[src/tsg_defines.svh]
// tsg_defines.svh - widths, field positions and depths of the trace speculation gate
`ifndef TSG_DEFINES_SVH
`define TSG_DEFINES_SVH
`define TSG_KIND_W      4
`define TSG_PAY_W       32
`define TSG_PRIV_W      2
`define TSG_ELEM_W      37
`define TSG_KIND_HI     36
`define TSG_KIND_LO     33
`define TSG_TX_BIT      32
`define TSG_PAY_HI      31
`define TSG_FIFO_DEPTH  8
`define TSG_FIFO_LVL_W  4
`define TSG_FIFO_SAFE   4'h6
`define TSG_HOLD_DEPTH  8
`define TSG_HOLD_PTR_W  3
`define TSG_HOLD_SAFE   4'h6
`define TSG_GATE_W      2
`define TSG_GATE_MAX    2'h3
`endif

[src/tsg_pkg.sv]
// tsg_pkg.sv - element kinds and state encodings of the trace speculation gate
`default_nettype none
package tsg_pkg;
   typedef enum logic [3:0] {
      TSG_K_INSTR,
      TSG_K_COMMIT,
      TSG_K_CANCEL,
      TSG_K_TX_START,
      TSG_K_TX_COMMIT,
      TSG_K_TX_FAIL,
      TSG_K_GATE_OPEN,
      TSG_K_GATE_TAKEN,
      TSG_K_GATE_NOT
   } tsg_kind_t;

   typedef enum logic [1:0] {
      TSG_S_PASS,
      TSG_S_HOLD,
      TSG_S_DRAIN
   } tsg_state_t;
endpackage : tsg_pkg
`default_nettype wire

[src/tsg_fifo.sv]
// tsg_fifo.sv - synchronous element FIFO with valid/ready on both sides
`default_nettype none
module tsg_fifo #(
   parameter int WIDTH = 37,
   parameter int DEPTH = 8,
   parameter int AW    = 3
) (
   input  wire logic             core_clk,
   input  wire logic             rst_n,
   input  wire logic             ce,
   input  wire logic             in_valid,
   output logic                  in_ready,
   input  wire logic [WIDTH-1:0] in_data,
   output logic                  out_valid,
   input  wire logic             out_ready,
   output logic      [WIDTH-1:0] out_data,
   output logic      [AW:0]      level
);
   logic [WIDTH-1:0] mem [DEPTH];
   logic [AW:0]      wr_reg;
   logic [AW:0]      rd_reg;
   wire              push = ce && in_valid && in_ready;
   wire              pop  = ce && out_valid && out_ready;

   assign level     = wr_reg - rd_reg;
   assign in_ready  = (level != DEPTH[AW:0]);
   assign out_valid = (level != '0);
   assign out_data  = mem[rd_reg[AW-1:0]];

   always_ff @(posedge core_clk) begin
      if (push) begin
         mem[wr_reg[AW-1:0]] <= in_data;
      end
   end

   always_ff @(posedge core_clk or negedge rst_n) begin
      if (!rst_n) begin
         wr_reg <= '0;
         rd_reg <= '0;
      end else begin
         if (push) begin
            wr_reg <= wr_reg + 1'b1;
         end
         if (pop) begin
            rd_reg <= rd_reg + 1'b1;
         end
      end
   end
endmodule : tsg_fifo
`default_nettype wire

[src/tsg_gate.sv]
// tsg_gate.sv - speculation gating of the trace element stream
//
// Overview of operation
// - speculative instruction elements pass to the output exactly like committed ones.
// - commit and cancel resolution elements follow the traced instructions in the stream.
// - mask instruction payload the executing privilege level could not itself read.
// - while a speculated synchronization event is unresolved, hold all younger trace except transaction failure elements.
// - not-taken synchronization event discards the held younger trace untraced.
// - while a speculated prohibited-region exit is unresolved, emit no younger trace except transaction failure elements.
// - not-taken prohibited-region exit discards the held younger trace untraced.
// - mark transactional instructions and report transaction success or failure.
// - transactions use three element kinds: start, commit, failure.
// - disable, overflow or prohibited entry inside a transaction emits a failure element.
`default_nettype none
`include "tsg_defines.svh"
module tsg_gate (
   input  wire logic                     core_clk,
   input  wire logic                     rst_n,
   input  wire logic                     ce,
   input  wire logic                     in_valid,
   output logic                          in_ready,
   input  wire logic [`TSG_KIND_W-1:0]   in_kind,
   input  wire logic [`TSG_PAY_W-1:0]    in_payload,
   input  wire logic [`TSG_PRIV_W-1:0]   in_priv,
   input  wire logic [`TSG_PRIV_W-1:0]   in_data_priv,
   input  wire logic                     trace_en,
   input  wire logic                     prohibited,
   input  wire logic                     buf_ovf,
   output logic                          out_valid,
   input  wire logic                     out_ready,
   output logic      [`TSG_KIND_W-1:0]   out_kind,
   output logic                          out_tx,
   output logic      [`TSG_PAY_W-1:0]    out_payload,
   output logic                          gate_busy,
   output logic                          tx_active
);
   // ------------------------------------------------------------
   // state
   // ------------------------------------------------------------
   tsg_pkg::tsg_state_t         state_reg, state_next;
   logic [`TSG_GATE_W-1:0]      gate_cnt_reg, gate_cnt_next;
   logic [`TSG_ELEM_W-1:0]      hold_mem [`TSG_HOLD_DEPTH];
   logic [`TSG_HOLD_PTR_W-1:0]  hold_wr_reg, hold_rd_reg;
   logic [`TSG_HOLD_PTR_W:0]    hold_cnt_reg, hold_cnt_next;
   logic                        tx_reg, tx_next;
   logic                        fail_pend_reg, fail_pend_next;
   logic                        in_ready_reg, in_ready_next;
   logic                        trace_en_reg, prohib_reg;
   logic                        out_valid_reg;
   logic                        gate_busy_reg;
   logic [`TSG_ELEM_W-1:0]      out_elem_reg;

   // ------------------------------------------------------------
   // input decode
   // ------------------------------------------------------------
   wire [`TSG_KIND_W-1:0] kind = in_kind;
   wire accept    = ce && in_valid && in_ready_reg;
   wire is_gate   = (kind == tsg_pkg::TSG_K_GATE_OPEN) || (kind == tsg_pkg::TSG_K_GATE_TAKEN)
                    || (kind == tsg_pkg::TSG_K_GATE_NOT);
   wire is_instr  = (kind == tsg_pkg::TSG_K_INSTR);
   wire tx_start  = accept && (kind == tsg_pkg::TSG_K_TX_START) && trace_en;
   wire tx_end    = accept && ((kind == tsg_pkg::TSG_K_TX_COMMIT)
                    || (kind == tsg_pkg::TSG_K_TX_FAIL));
   wire trace_elem = accept && !is_gate && trace_en;
   wire gate_open = accept && (kind == tsg_pkg::TSG_K_GATE_OPEN);
   wire gate_take = accept && (kind == tsg_pkg::TSG_K_GATE_TAKEN) && (gate_cnt_reg != '0);
   wire gate_not  = accept && (kind == tsg_pkg::TSG_K_GATE_NOT);

   wire priv_hide = is_instr && (in_data_priv > in_priv);
   wire [`TSG_PAY_W-1:0] pay_safe = priv_hide ? '0 : in_payload;
   wire tx_mark   = tx_reg || (kind == tsg_pkg::TSG_K_TX_START);
   wire [`TSG_ELEM_W-1:0] elem_in  = {in_kind, tx_mark, pay_safe};
   wire [`TSG_ELEM_W-1:0] elem_fail = {tsg_pkg::TSG_K_TX_FAIL, 1'b1, {`TSG_PAY_W{1'b0}}};

   // ------------------------------------------------------------
   // transaction failure causes
   // ------------------------------------------------------------
   wire en_fall   = trace_en_reg && !trace_en;
   wire pro_rise  = !prohib_reg && prohibited;
   wire fail_evt  = ce && tx_reg && (en_fall || buf_ovf || pro_rise);

   // ------------------------------------------------------------
   // FIFO feed: failure first, then release, then live input
   // ------------------------------------------------------------
   wire fifo_in_ready;
   wire fifo_out_valid;
   wire [`TSG_ELEM_W-1:0]    fifo_out_data;
   wire [`TSG_FIFO_LVL_W-1:0] fifo_level;
   wire draining  = (state_reg == tsg_pkg::TSG_S_DRAIN) && (hold_cnt_reg != '0)
                    && !fail_pend_reg;
   wire pass_live = trace_elem && (state_reg == tsg_pkg::TSG_S_PASS);
   wire hold_live = trace_elem && (state_reg == tsg_pkg::TSG_S_HOLD);
   wire fifo_in_valid = fail_pend_reg || draining || pass_live;
   wire [`TSG_ELEM_W-1:0] fifo_in_data = fail_pend_reg ? elem_fail :
                                         draining ? hold_mem[hold_rd_reg] : elem_in;
   wire fail_push = fail_pend_reg && fifo_in_ready && ce;
   wire drain_pop = draining && fifo_in_ready && ce;
   wire out_pop   = fifo_out_valid && (!out_valid_reg || out_ready);

   tsg_fifo #(
      .WIDTH (`TSG_ELEM_W),
      .DEPTH (`TSG_FIFO_DEPTH),
      .AW    (`TSG_HOLD_PTR_W)
   ) u_fifo (
      .core_clk  (core_clk),
      .rst_n     (rst_n),
      .ce        (ce),
      .in_valid  (fifo_in_valid),
      .in_ready  (fifo_in_ready),
      .in_data   (fifo_in_data),
      .out_valid (fifo_out_valid),
      .out_ready (out_pop),
      .out_data  (fifo_out_data),
      .level     (fifo_level)
   );

   // ------------------------------------------------------------
   // gate sequencing
   // ------------------------------------------------------------
   always_comb begin
      state_next    = state_reg;
      gate_cnt_next = gate_cnt_reg;
      hold_cnt_next = hold_cnt_reg + {3'h0, hold_live} - {3'h0, drain_pop};
      case (state_reg)
         tsg_pkg::TSG_S_PASS: begin
            if (gate_open) begin
               gate_cnt_next = 2'h1;
               state_next    = tsg_pkg::TSG_S_HOLD;
            end
         end
         tsg_pkg::TSG_S_HOLD: begin
            if (gate_not) begin
               gate_cnt_next = '0;
               hold_cnt_next = '0;
               state_next    = tsg_pkg::TSG_S_PASS;
            end else if (gate_open && gate_cnt_reg != `TSG_GATE_MAX) begin
               gate_cnt_next = gate_cnt_reg + 2'h1;
            end else if (gate_take) begin
               gate_cnt_next = gate_cnt_reg - 2'h1;
               if (gate_cnt_reg == 2'h1) begin
                  state_next = tsg_pkg::TSG_S_DRAIN;
               end
            end
         end
         tsg_pkg::TSG_S_DRAIN: begin
            if (hold_cnt_next == '0) begin
               state_next = tsg_pkg::TSG_S_PASS;
            end
         end
         default: begin
            state_next = tsg_pkg::TSG_S_PASS;
         end
      endcase
   end

   assign tx_next        = tx_start || (tx_reg && !tx_end && !fail_evt);
   assign fail_pend_next = fail_evt || (fail_pend_reg && !fail_push);
   assign in_ready_next  = (state_next != tsg_pkg::TSG_S_DRAIN) && !fail_pend_next
                           && (fifo_level < `TSG_FIFO_SAFE) && (hold_cnt_next < `TSG_HOLD_SAFE);

   always_ff @(posedge core_clk) begin
      if (ce && hold_live) begin
         hold_mem[hold_wr_reg] <= elem_in;
      end
   end

   always_ff @(posedge core_clk or negedge rst_n) begin
      if (!rst_n) begin
         state_reg     <= tsg_pkg::TSG_S_PASS;
         gate_cnt_reg  <= '0;
         hold_wr_reg   <= '0;
         hold_rd_reg   <= '0;
         hold_cnt_reg  <= '0;
         tx_reg        <= 1'b0;
         fail_pend_reg <= 1'b0;
         in_ready_reg  <= 1'b0;
         trace_en_reg  <= 1'b0;
         prohib_reg    <= 1'b0;
         gate_busy_reg <= 1'b0;
      end else if (ce) begin
         state_reg     <= state_next;
         gate_cnt_reg  <= gate_cnt_next;
         hold_cnt_reg  <= hold_cnt_next;
         hold_wr_reg   <= (gate_not) ? '0 : hold_wr_reg + {2'h0, hold_live};
         hold_rd_reg   <= (gate_not) ? '0 : hold_rd_reg + {2'h0, drain_pop};
         tx_reg        <= tx_next;
         fail_pend_reg <= fail_pend_next;
         in_ready_reg  <= in_ready_next;
         trace_en_reg  <= trace_en;
         prohib_reg    <= prohibited;
         gate_busy_reg <= (state_next == tsg_pkg::TSG_S_HOLD);
      end
   end

   // ------------------------------------------------------------
   // output register stage
   // ------------------------------------------------------------
   always_ff @(posedge core_clk or negedge rst_n) begin
      if (!rst_n) begin
         out_valid_reg <= 1'b0;
         out_elem_reg  <= '0;
      end else if (ce && (!out_valid_reg || out_ready)) begin
         out_valid_reg <= fifo_out_valid;
         out_elem_reg  <= fifo_out_data;
      end
   end

   assign in_ready    = in_ready_reg;
   assign out_valid   = out_valid_reg;
   assign out_kind    = out_elem_reg[`TSG_KIND_HI:`TSG_KIND_LO];
   assign out_tx      = out_elem_reg[`TSG_TX_BIT];
   assign out_payload = out_elem_reg[`TSG_PAY_HI:0];
   assign gate_busy   = gate_busy_reg;
   assign tx_active   = tx_reg;
endmodule : tsg_gate
`default_nettype wire

[config.mk]
export PLATFORM = sky130hd
export DESIGN_NAME = tsg_gate
export DESIGN_NICKNAME = d
export VERILOG_FILES = /design/src/tsg_pkg.sv /design/src/tsg_fifo.sv /design/src/tsg_gate.sv
export VERILOG_INCLUDE_DIRS = /design/src
export SDC_FILE = /design/constraint.sdc
export NUM_CORES = 1
export LEC_CHECK = 0
export BUFFER_PORTS_ARGS = -buffer_cell sky130_fd_sc_hd__buf_4
export CORE_UTILIZATION = 50
export DETAILED_ROUTE_END_ITERATION = 10
export PLACE_DENSITY = 0.64
export SLEW_MARGIN = 20
export SYNTH_ARGS = -nofsm -noshare
export SYNTH_HDL_FRONTEND = slang
export SYNTH_SLANG_ARGS = --single-unit
export TNS_END_PERCENT = 100
[constraint.sdc]
create_clock -name core_clk -period 18.6 [get_ports core_clk]
set_clock_uncertainty 0.05 [all_clocks]
set_input_delay 3.72 -clock core_clk [delete_from_list [all_inputs] [get_ports core_clk]]
set_output_delay 3.72 -clock core_clk [all_outputs]
set_load 0.01 [all_outputs]
======== Word-level counts from Yosys, hierarchy flattened ========
Memories as Yosys holds them, arrays and structs flattened. A register that Yosys moved wholly into a read port is not among the register bits.
Index checks and enable logic that the tools add are counted.
word-level totals
  register bits ........................... 29
  RAM bits ................................ 592
  memories kept ........................... 2
memory list
  memory      depth  bits a word  read ports  clocked after memory_dff  write ports  RTL line        source
  hold_mem    8      37           1           0                         1            tsg_gate.sv:42  logic [`TSG_ELEM_W-1:0] hold_mem [`TSG_HOLD_DEPTH];
  u_fifo.mem  8      37           1           1                         1            tsg_fifo.sv:19  logic [WIDTH-1:0] mem [DEPTH];
cells by class
  add/sub/neg operators ................... 9
  order comparisons ....................... 3
  equality and inequality tests ........... 15
  mux-type cells .......................... 23
  reductions and logical operators ........ 67
operator list
  cell                   number
  $mux W37               2
  $logic_and A1 B1 Y1    38
  $mux W32               1
  $mux W2                10
  $eq A4 B3 Y1 const B   4
  $logic_or A1 B1 Y1     11
  $logic_not A1 Y1       10
  $add A4 B1 Y4 const B  2
  $logic_not A4 Y1       2
  $lt A4 B3 Y1 const B   2
  $mux W4                2
  $reduce_bool A4 Y1     2
  $add A3 B1 Y3          2
  $eq A2 B1 Y1 const B   3
  $mux W3                2
  $ne A2 B2 Y1 const B   3
  $pmux W2 S3            1
  $add A4 B1 Y4          1
  $eq A4 B2 Y1 const B   1
  $eq A4 B4 Y1 const B   1
  $mux W1                4
  $ne A4 B3 Y1 const B   1
  $ne A4 B4 Y1 const B   1
  $pmux W2 S2            1
  other kinds (9)        10

======== Depth between registers and ports, before layout ========
  word-level depth ........................ 16
  depth in mapped cells ................... 18

======== Hierarchy ========
A second synthesis with hierarchy kept.
unflattened totals
  cell total of the unflattened synthesis .. 1537
  area total of the unflattened synthesis .. 26879.5 um^2
by module, submodules not included
  module    instances  cells an instance  area an instance (um^2)  sequential area each (um^2)
  tsg_gate  1          966                15139.5                  10339.9
  tsg_fifo  1          571                11740.0                  9088.7

======== Worst setup path after synthesis ========
Ideal clock, no wire load.
  path kind ............................... input -> register
  from .................................... in ce
  to ...................................... mem u_fifo.mem[4][0] (enable)
  library setup time ...................... 0.538 ns
  data arrival time ....................... 8.701 ns
  required time ........................... 18.012 ns
  slack ................................... 9.312 ns
  stages on the path ...................... 7
  cell sequence ........................... buf_2 and3_1 buf_2 o2111ai_1 o311ai_2 nand2_2 nor4b_1
between the ends
  longest elaborated chain between the ends .. 10
RTL lines
  element                               RTL line        source
  start: declaration                    tsg_gate.sv:19  input wire logic ce,
  $logic_and A1 B1 Y1 (2 in a row)      tsg_gate.sv:57  wire accept = ce && in_valid && in_ready_reg;
  $logic_and A1 B1 Y1 (2 in a row)      tsg_gate.sv:64  wire trace_elem = accept && !is_gate && trace_en;
  $logic_and A1 B1 Y1                   tsg_gate.sv:91  wire pass_live = trace_elem && (state_reg == tsg_pkg::TSG_S_PASS);
  $logic_or A1 B1 Y1                    tsg_gate.sv:93  wire fifo_in_valid = fail_pend_reg || draining || pass_live;
  $logic_and A1 B1 Y1 (*) (2 in a row)  tsg_fifo.sv:22  wire push = ce && in_valid && in_ready;
  $mux W1 (*)                           tsg_fifo.sv:31  if (push) begin
  $mux W1 (not written as such) (*)     tsg_fifo.sv:32  mem[wr_reg[AW-1:0]] <= in_data;
  end: declaration                      tsg_fifo.sv:19
Every way passes the cells marked *; elsewhere a longest branch is shown, timed or not.

======== Worst setup path in the final report ========
  from .................................... in ce
  to ...................................... reg in_ready_reg (netlist: in_ready)
between the ends
  longest elaborated chain between the ends .. 14
RTL lines
  element                           RTL line         source
  $logic_and A1 B1 Y1 (2 in a row)  tsg_gate.sv:57
  $logic_and A1 B1 Y1 (2 in a row)  tsg_gate.sv:64
  $logic_and A1 B1 Y1               tsg_gate.sv:92   wire hold_live = trace_elem && (state_reg == tsg_pkg::TSG_S_HOLD);
  $add A4 B1 Y4                     tsg_gate.sv:123  hold_cnt_next = hold_cnt_reg + {3'h0, hold_live} - {3'h0, drain_pop};
  $sub A4 B1 Y4                     tsg_gate.sv:123
  $logic_not A4 Y1                  tsg_gate.sv:146  if (hold_cnt_next == '0) begin
  $mux W2                           tsg_gate.sv:146
  $pmux W2 S3                       tsg_gate.sv:124  case (state_reg)
  $ne A2 B2 Y1                      tsg_gate.sv:158  assign in_ready_next = (state_next != tsg_pkg::TSG_S_DRAIN) && !fail_pend_next
  $logic_and A1 B1 Y1 (3 in a row)  tsg_gate.sv:158
  end signal: assignment            tsg_gate.sv:188  in_ready_reg <= in_ready_next;
  end: declaration                  tsg_gate.sv:47   logic in_ready_reg, in_ready_next;
Several ways; a longest one is shown, not always the timed one.
A chain may end at the register's enable or synchronous reset.

==> Implementation_results.wiki <==
{| class="wikitable"
! Metric !! Value
|-
| Xor-xnor portion of the synthesized cell area || 0.370%
|-
| Async set-or-reset flop fraction in the synthesized netlist || 10.0%
|-
| Clock period minus final worst setup slack || 6.47 ns
|-
| Horizontal extent of the die || 230 microns
|-
| First-pass DRT Iterations || 5
|-
| Die height || 230 microns
|-
| Clock network fraction of design power || 27.8%
|-
| Sequential cell area || 19400 sq um
|-
| Crit share post-route || 34.8%
|-
| Total number of placement rows || 83
|-
| Clk buf depth || 3
|-
| Total global-route track usage || 20.4%
|-
| Max_cap viols || 0
|-
| Worst-Skew Late Latency || 0.58 ns
|-
| Largest incremental delay on the critical path || 0.42 ns
|-
| Kind of start point of the critical path || primary input
|-
| Library cell with the highest instance count after synthesis || edfxtp_1
|-
| Status || finished, final reports clean
|-
| Worst slew margin || 21.3%
|-
| Largest voltage drop on the vdd net || 0.0907 mV
|-
| Boundary pin count || 89
|-
| Final routed DRC violation total || 0
|-
| ANT nets after route || 0
|-
| Ordered list of cells on the worst path || buf_4 > and3_1 > o2111ai_1 > nor2_1 > inv_1 > ha_1 > inv_1 > ha_1 > fa_1 > xor2_1 > nor3_1 > a31oi_1 > or3_1 > o32ai_1
|-
| Part of the total power dissipated in sequential elements || 44.3%
|-
| CTS tree || yes
|-
| Half-perimeter wire length after placement || 28.1 mm
|-
| Top post-synthesis cells by area || edfxtp_1 68%, mux4_2 13%, dfrtp_1 6.3%
|-
| Most used standard cells in the synthesized netlist || 592 x edfxtp_1, 148 x mux4_2, 73 x mux2i_1, 66 x dfrtp_1, 62 x nand2_1
|-
| Total power || 4.70 mW
|-
| Number of antenna diodes || 0
|-
| Clock Pin Slew Worst Setup and Hold Paths || 0.06 ns
|-
| Post-CTS setup buffer count || 0
|-
| Starting Density || 50.6%
|-
| Critical hold path startpoint || out_elem_reg[22]$_DFFE_PN0P_
|-
| Vias in the first global route || 13000
|-
| Area used by multi-input combinational logic || 6420 sq um
|-
| Largest driver fanout on the critical path || 27
|-
| Synth-to-Final Area Change || 14.6%
|-
| Net switching component of the power || 1.40 mW
|-
| Syn Nets || 1391
|-
| Total setup violations reported at the end of the flow || 0
|-
| Fmax || 155 MHz
|-
| Count of cells along the worst hold path || 2
|-
| Sequential-to-total area share from yosys stat || 74.7%
|-
| Instance area after placement || 27600 sq um
|-
| Synthesized-area fraction occupied by ao, oa, aoi and oai cells || 3.07%
|-
| Number of antenna violations at the first check in global routing || 2
|-
| Cell area after layout || 29800 sq um
|-
| Flop and latch count out of synthesis || 658
|-
| Number of enable flip-flop cells after synthesis || 592
|-
| Sw frac || 29.8%
|-
| WL final || 52.0 mm
|-
| Hold WC Path Type || reg -> reg
|-
| Critical Path AT || 6.89 ns
|-
| Biggest area consumer among synthesized cells || edfxtp_1
|-
| Count of instances resized after the clock tree is built || 0
|-
| Largest family of logic cells by synthesized area || multiplexers
|-
| Adder-cell share of the synthesized area || 1.07%
|-
| Least-Margin Pin Slew || 1.18 ns
|-
| Basic-gate share of the synthesized area counting and, or, nand and nor cells || 3.58%
|-
| Sum of overflow across all layers after global routing || 0
|-
| Global-route wire length before repair || 80.3 mm
|-
| Nets || 1508
|-
| Iteration-0 DRC count of the detailed router || 1133
|-
| Average instance area after synthesis || 19.7 sq um
|-
| Data required time at the worst endpoint || 19.02 ns
|-
| Cell Pwr Density || 158 nW/um^2
|-
| Number of endpoints with negative hold slack in the final report || 0
|-
| Unrepaired setup endpoints after global routing || false
|-
| Fraction of synthesized cell area taken by the top area cell type || 68.3%
|-
| Number of clock sinks seen by CTS || 658
|-
| Mapped cell area || 26000 sq um
|-
| Leakage dissipation || 9.98 nW
|-
| Ratio of cells with drive above 1 in the final layout || 27.2%
|-
| Maximum number of pins on one net before global-route repair || 77
|-
| Share of total power in combinational logic || 27.9%
|-
| Number of buffers added by the clock tree synthesis step || 68
|-
| Mux share of post-synthesis cell area || 15.8%
|-
| Final total negative setup slack || 0 ns
|-
| # port buffers || 88
|-
| Number of filler cells placed in the layout || 3790
|-
| Internal cell power || 3.30 mW
|-
| Worst hold endpoint || out_elem_reg[22]$_DFFE_PN0P_
|-
| Number of vias per cell || 5.82
|-
| Endpoint of the lowest-slack register-to-register path || in_ready$_DFFE_PN0P_
|-
| Critical path class || in -> reg
|-
| Clock root cell || clkbuf_16
|-
| Slowest cell on crit path || fa_1
|-
| Synthesized netlist cell count || 1322
|-
| Flop2flop setup slack || 13.88 ns
|-
| Final RePlAce weighted congestion || 0.792
|-
| Reg2Reg Depth || 15
|-
| Post-cts hold buffer count || 0
|-
| Area of the die || 53000 sq um
|-
| Area of the core || 51400 sq um
|-
| Yosys cell types || 54
|-
| Kind of end point of the critical path || register
|-
| Final slew viol count || 0
|-
| Main synth FF type || edfxtp_1
|-
| Warnings, synthesis || 0
|-
| Number of vias after detailed routing || 12600
|-
| Launch instance of the worst register-to-register path || u_fifo.rd_reg[2]$_DFFE_PN0P_
|-
| Average routed wire per standard cell || 24.0 microns
|-
| Number of H-tree levels || 3
|}
-- power by group through the flow --
| stage | combinational, mW | sequential [mW] | clock (mW) |
|---|---|---|---|
| finish | 1.31 | 2.09 | 1.31 |
| global route | 1.44 | 2.11 | 1.39 |
| detailed placement | 1.30 | 2.12 | 0 |
| CTS | 1.31 | 2.09 | 1.34 |
| floorplan | 0.928 | 2.04 | 0 |
| global placement | 1.27 | 2.12 | 0 |
-- worst max path at each step --
stage	start	end	slack, ns	cells past startpoint
3_3_place_gp	in_kind[1]	in_ready$_DFFE_PN0P_	11.62	13
3_5_place_dp	in_kind[1]	in_ready$_DFFE_PN0P_	11.55	14
6_report	ce	in_ready$_DFFE_PN0P_	12.13	14
5_1_grt	ce	in_ready$_DFFE_PN0P_	11.89	14
2_1_floorplan	ce	u_fifo.mem[4][0]$_DFFE_PP_	9.31	7
4_1_cts	ce	in_ready$_DFFE_PN0P_	12.18	14
-- cell usage in the layout (no fill, tap or decap), drive strengths merged, types with 2 or more instances in the layout --
cell     instances
buf            119
a31oi            3
nand2b           7
ha              19
o211ai           4
or3              4
dfrtp           66
xnor2            5
mux4           148
nand4            2
o311ai           2
fa               2
and3             5
o21ai           50
nand2           63
inv             24
clkinv          20
mux2i           73
mux2             4
a211oi          35
clkbuf          93
nor2            49
nand3b           3
a21oi            5
edfxtp         592
o2bb2ai          5
and2            32
nor3             8
nor4b            3
xor2             6
o22ai            2
a21o             7
bufinv           5
nor4             3
nand3            5
nor2b            2
-- metrics by stage --
step	utilization [%]	std cells	setup slack (ns)	hold slack (ns)
2_1_floorplan	-	1322	9.31	0.412
3_3_place_gp	53.7	2049	11.62	0.413
3_5_place_dp	53.7	2049	11.55	0.423
4_1_cts	57.9	2168	12.18	0.435
5_1_grt	58.0	2168	11.89	0.454
6_report	58.0	2168	12.13	0.426
-- worst max-delay path: cells and delay by family --
family / cells / cell delay (ns)
buffers and inverters: 3 / 0.37
AO/OA/AOI/OAI: 3 / 0.59
XOR/XNOR: 1 / 0.20
AND/OR/NAND/NOR: 4 / 1.09
adder cells (fa/ha/maj): 3 / 0.89
-- area by class of cell --
cell class,instances,area share [%]
Sequential cell,658,65.2
Multi-Input combinational cell,569,21.5
Clock buffer,93,6.33
Timing Repair Buffer,119,3.00
Tap cell,680,2.85
Clock inverter,26,0.818
Inverter,23,0.289
-- cell families after synthesis --
| group | count (synthesis) |
|---|---|
| AO/OA/AOI/OAI | 121 |
| XOR/XNOR | 11 |
| AND/OR/NAND/NOR | 191 |
| buffers and inverters | 95 |
| adder cells (fa/ha/maj) | 21 |
| multiplexers | 225 |
| flip-flops | 658 |
-- layer usage --
| metal | vias to the layer above | routed length (microns) | track usage, % |
|---|---|---|---|
| met5 | - | 0 | 0 |
| met4 | 0 | 724 | 5.24 |
| met3 | 58 | 2860 | 3.68 |
| met2 | 350 | 24800 | 32.2 |
| met1 | 6624 | 23700 | 29.7 |
| li1 | 5577 | - | - |
Power figures use the tool's default switching activity.
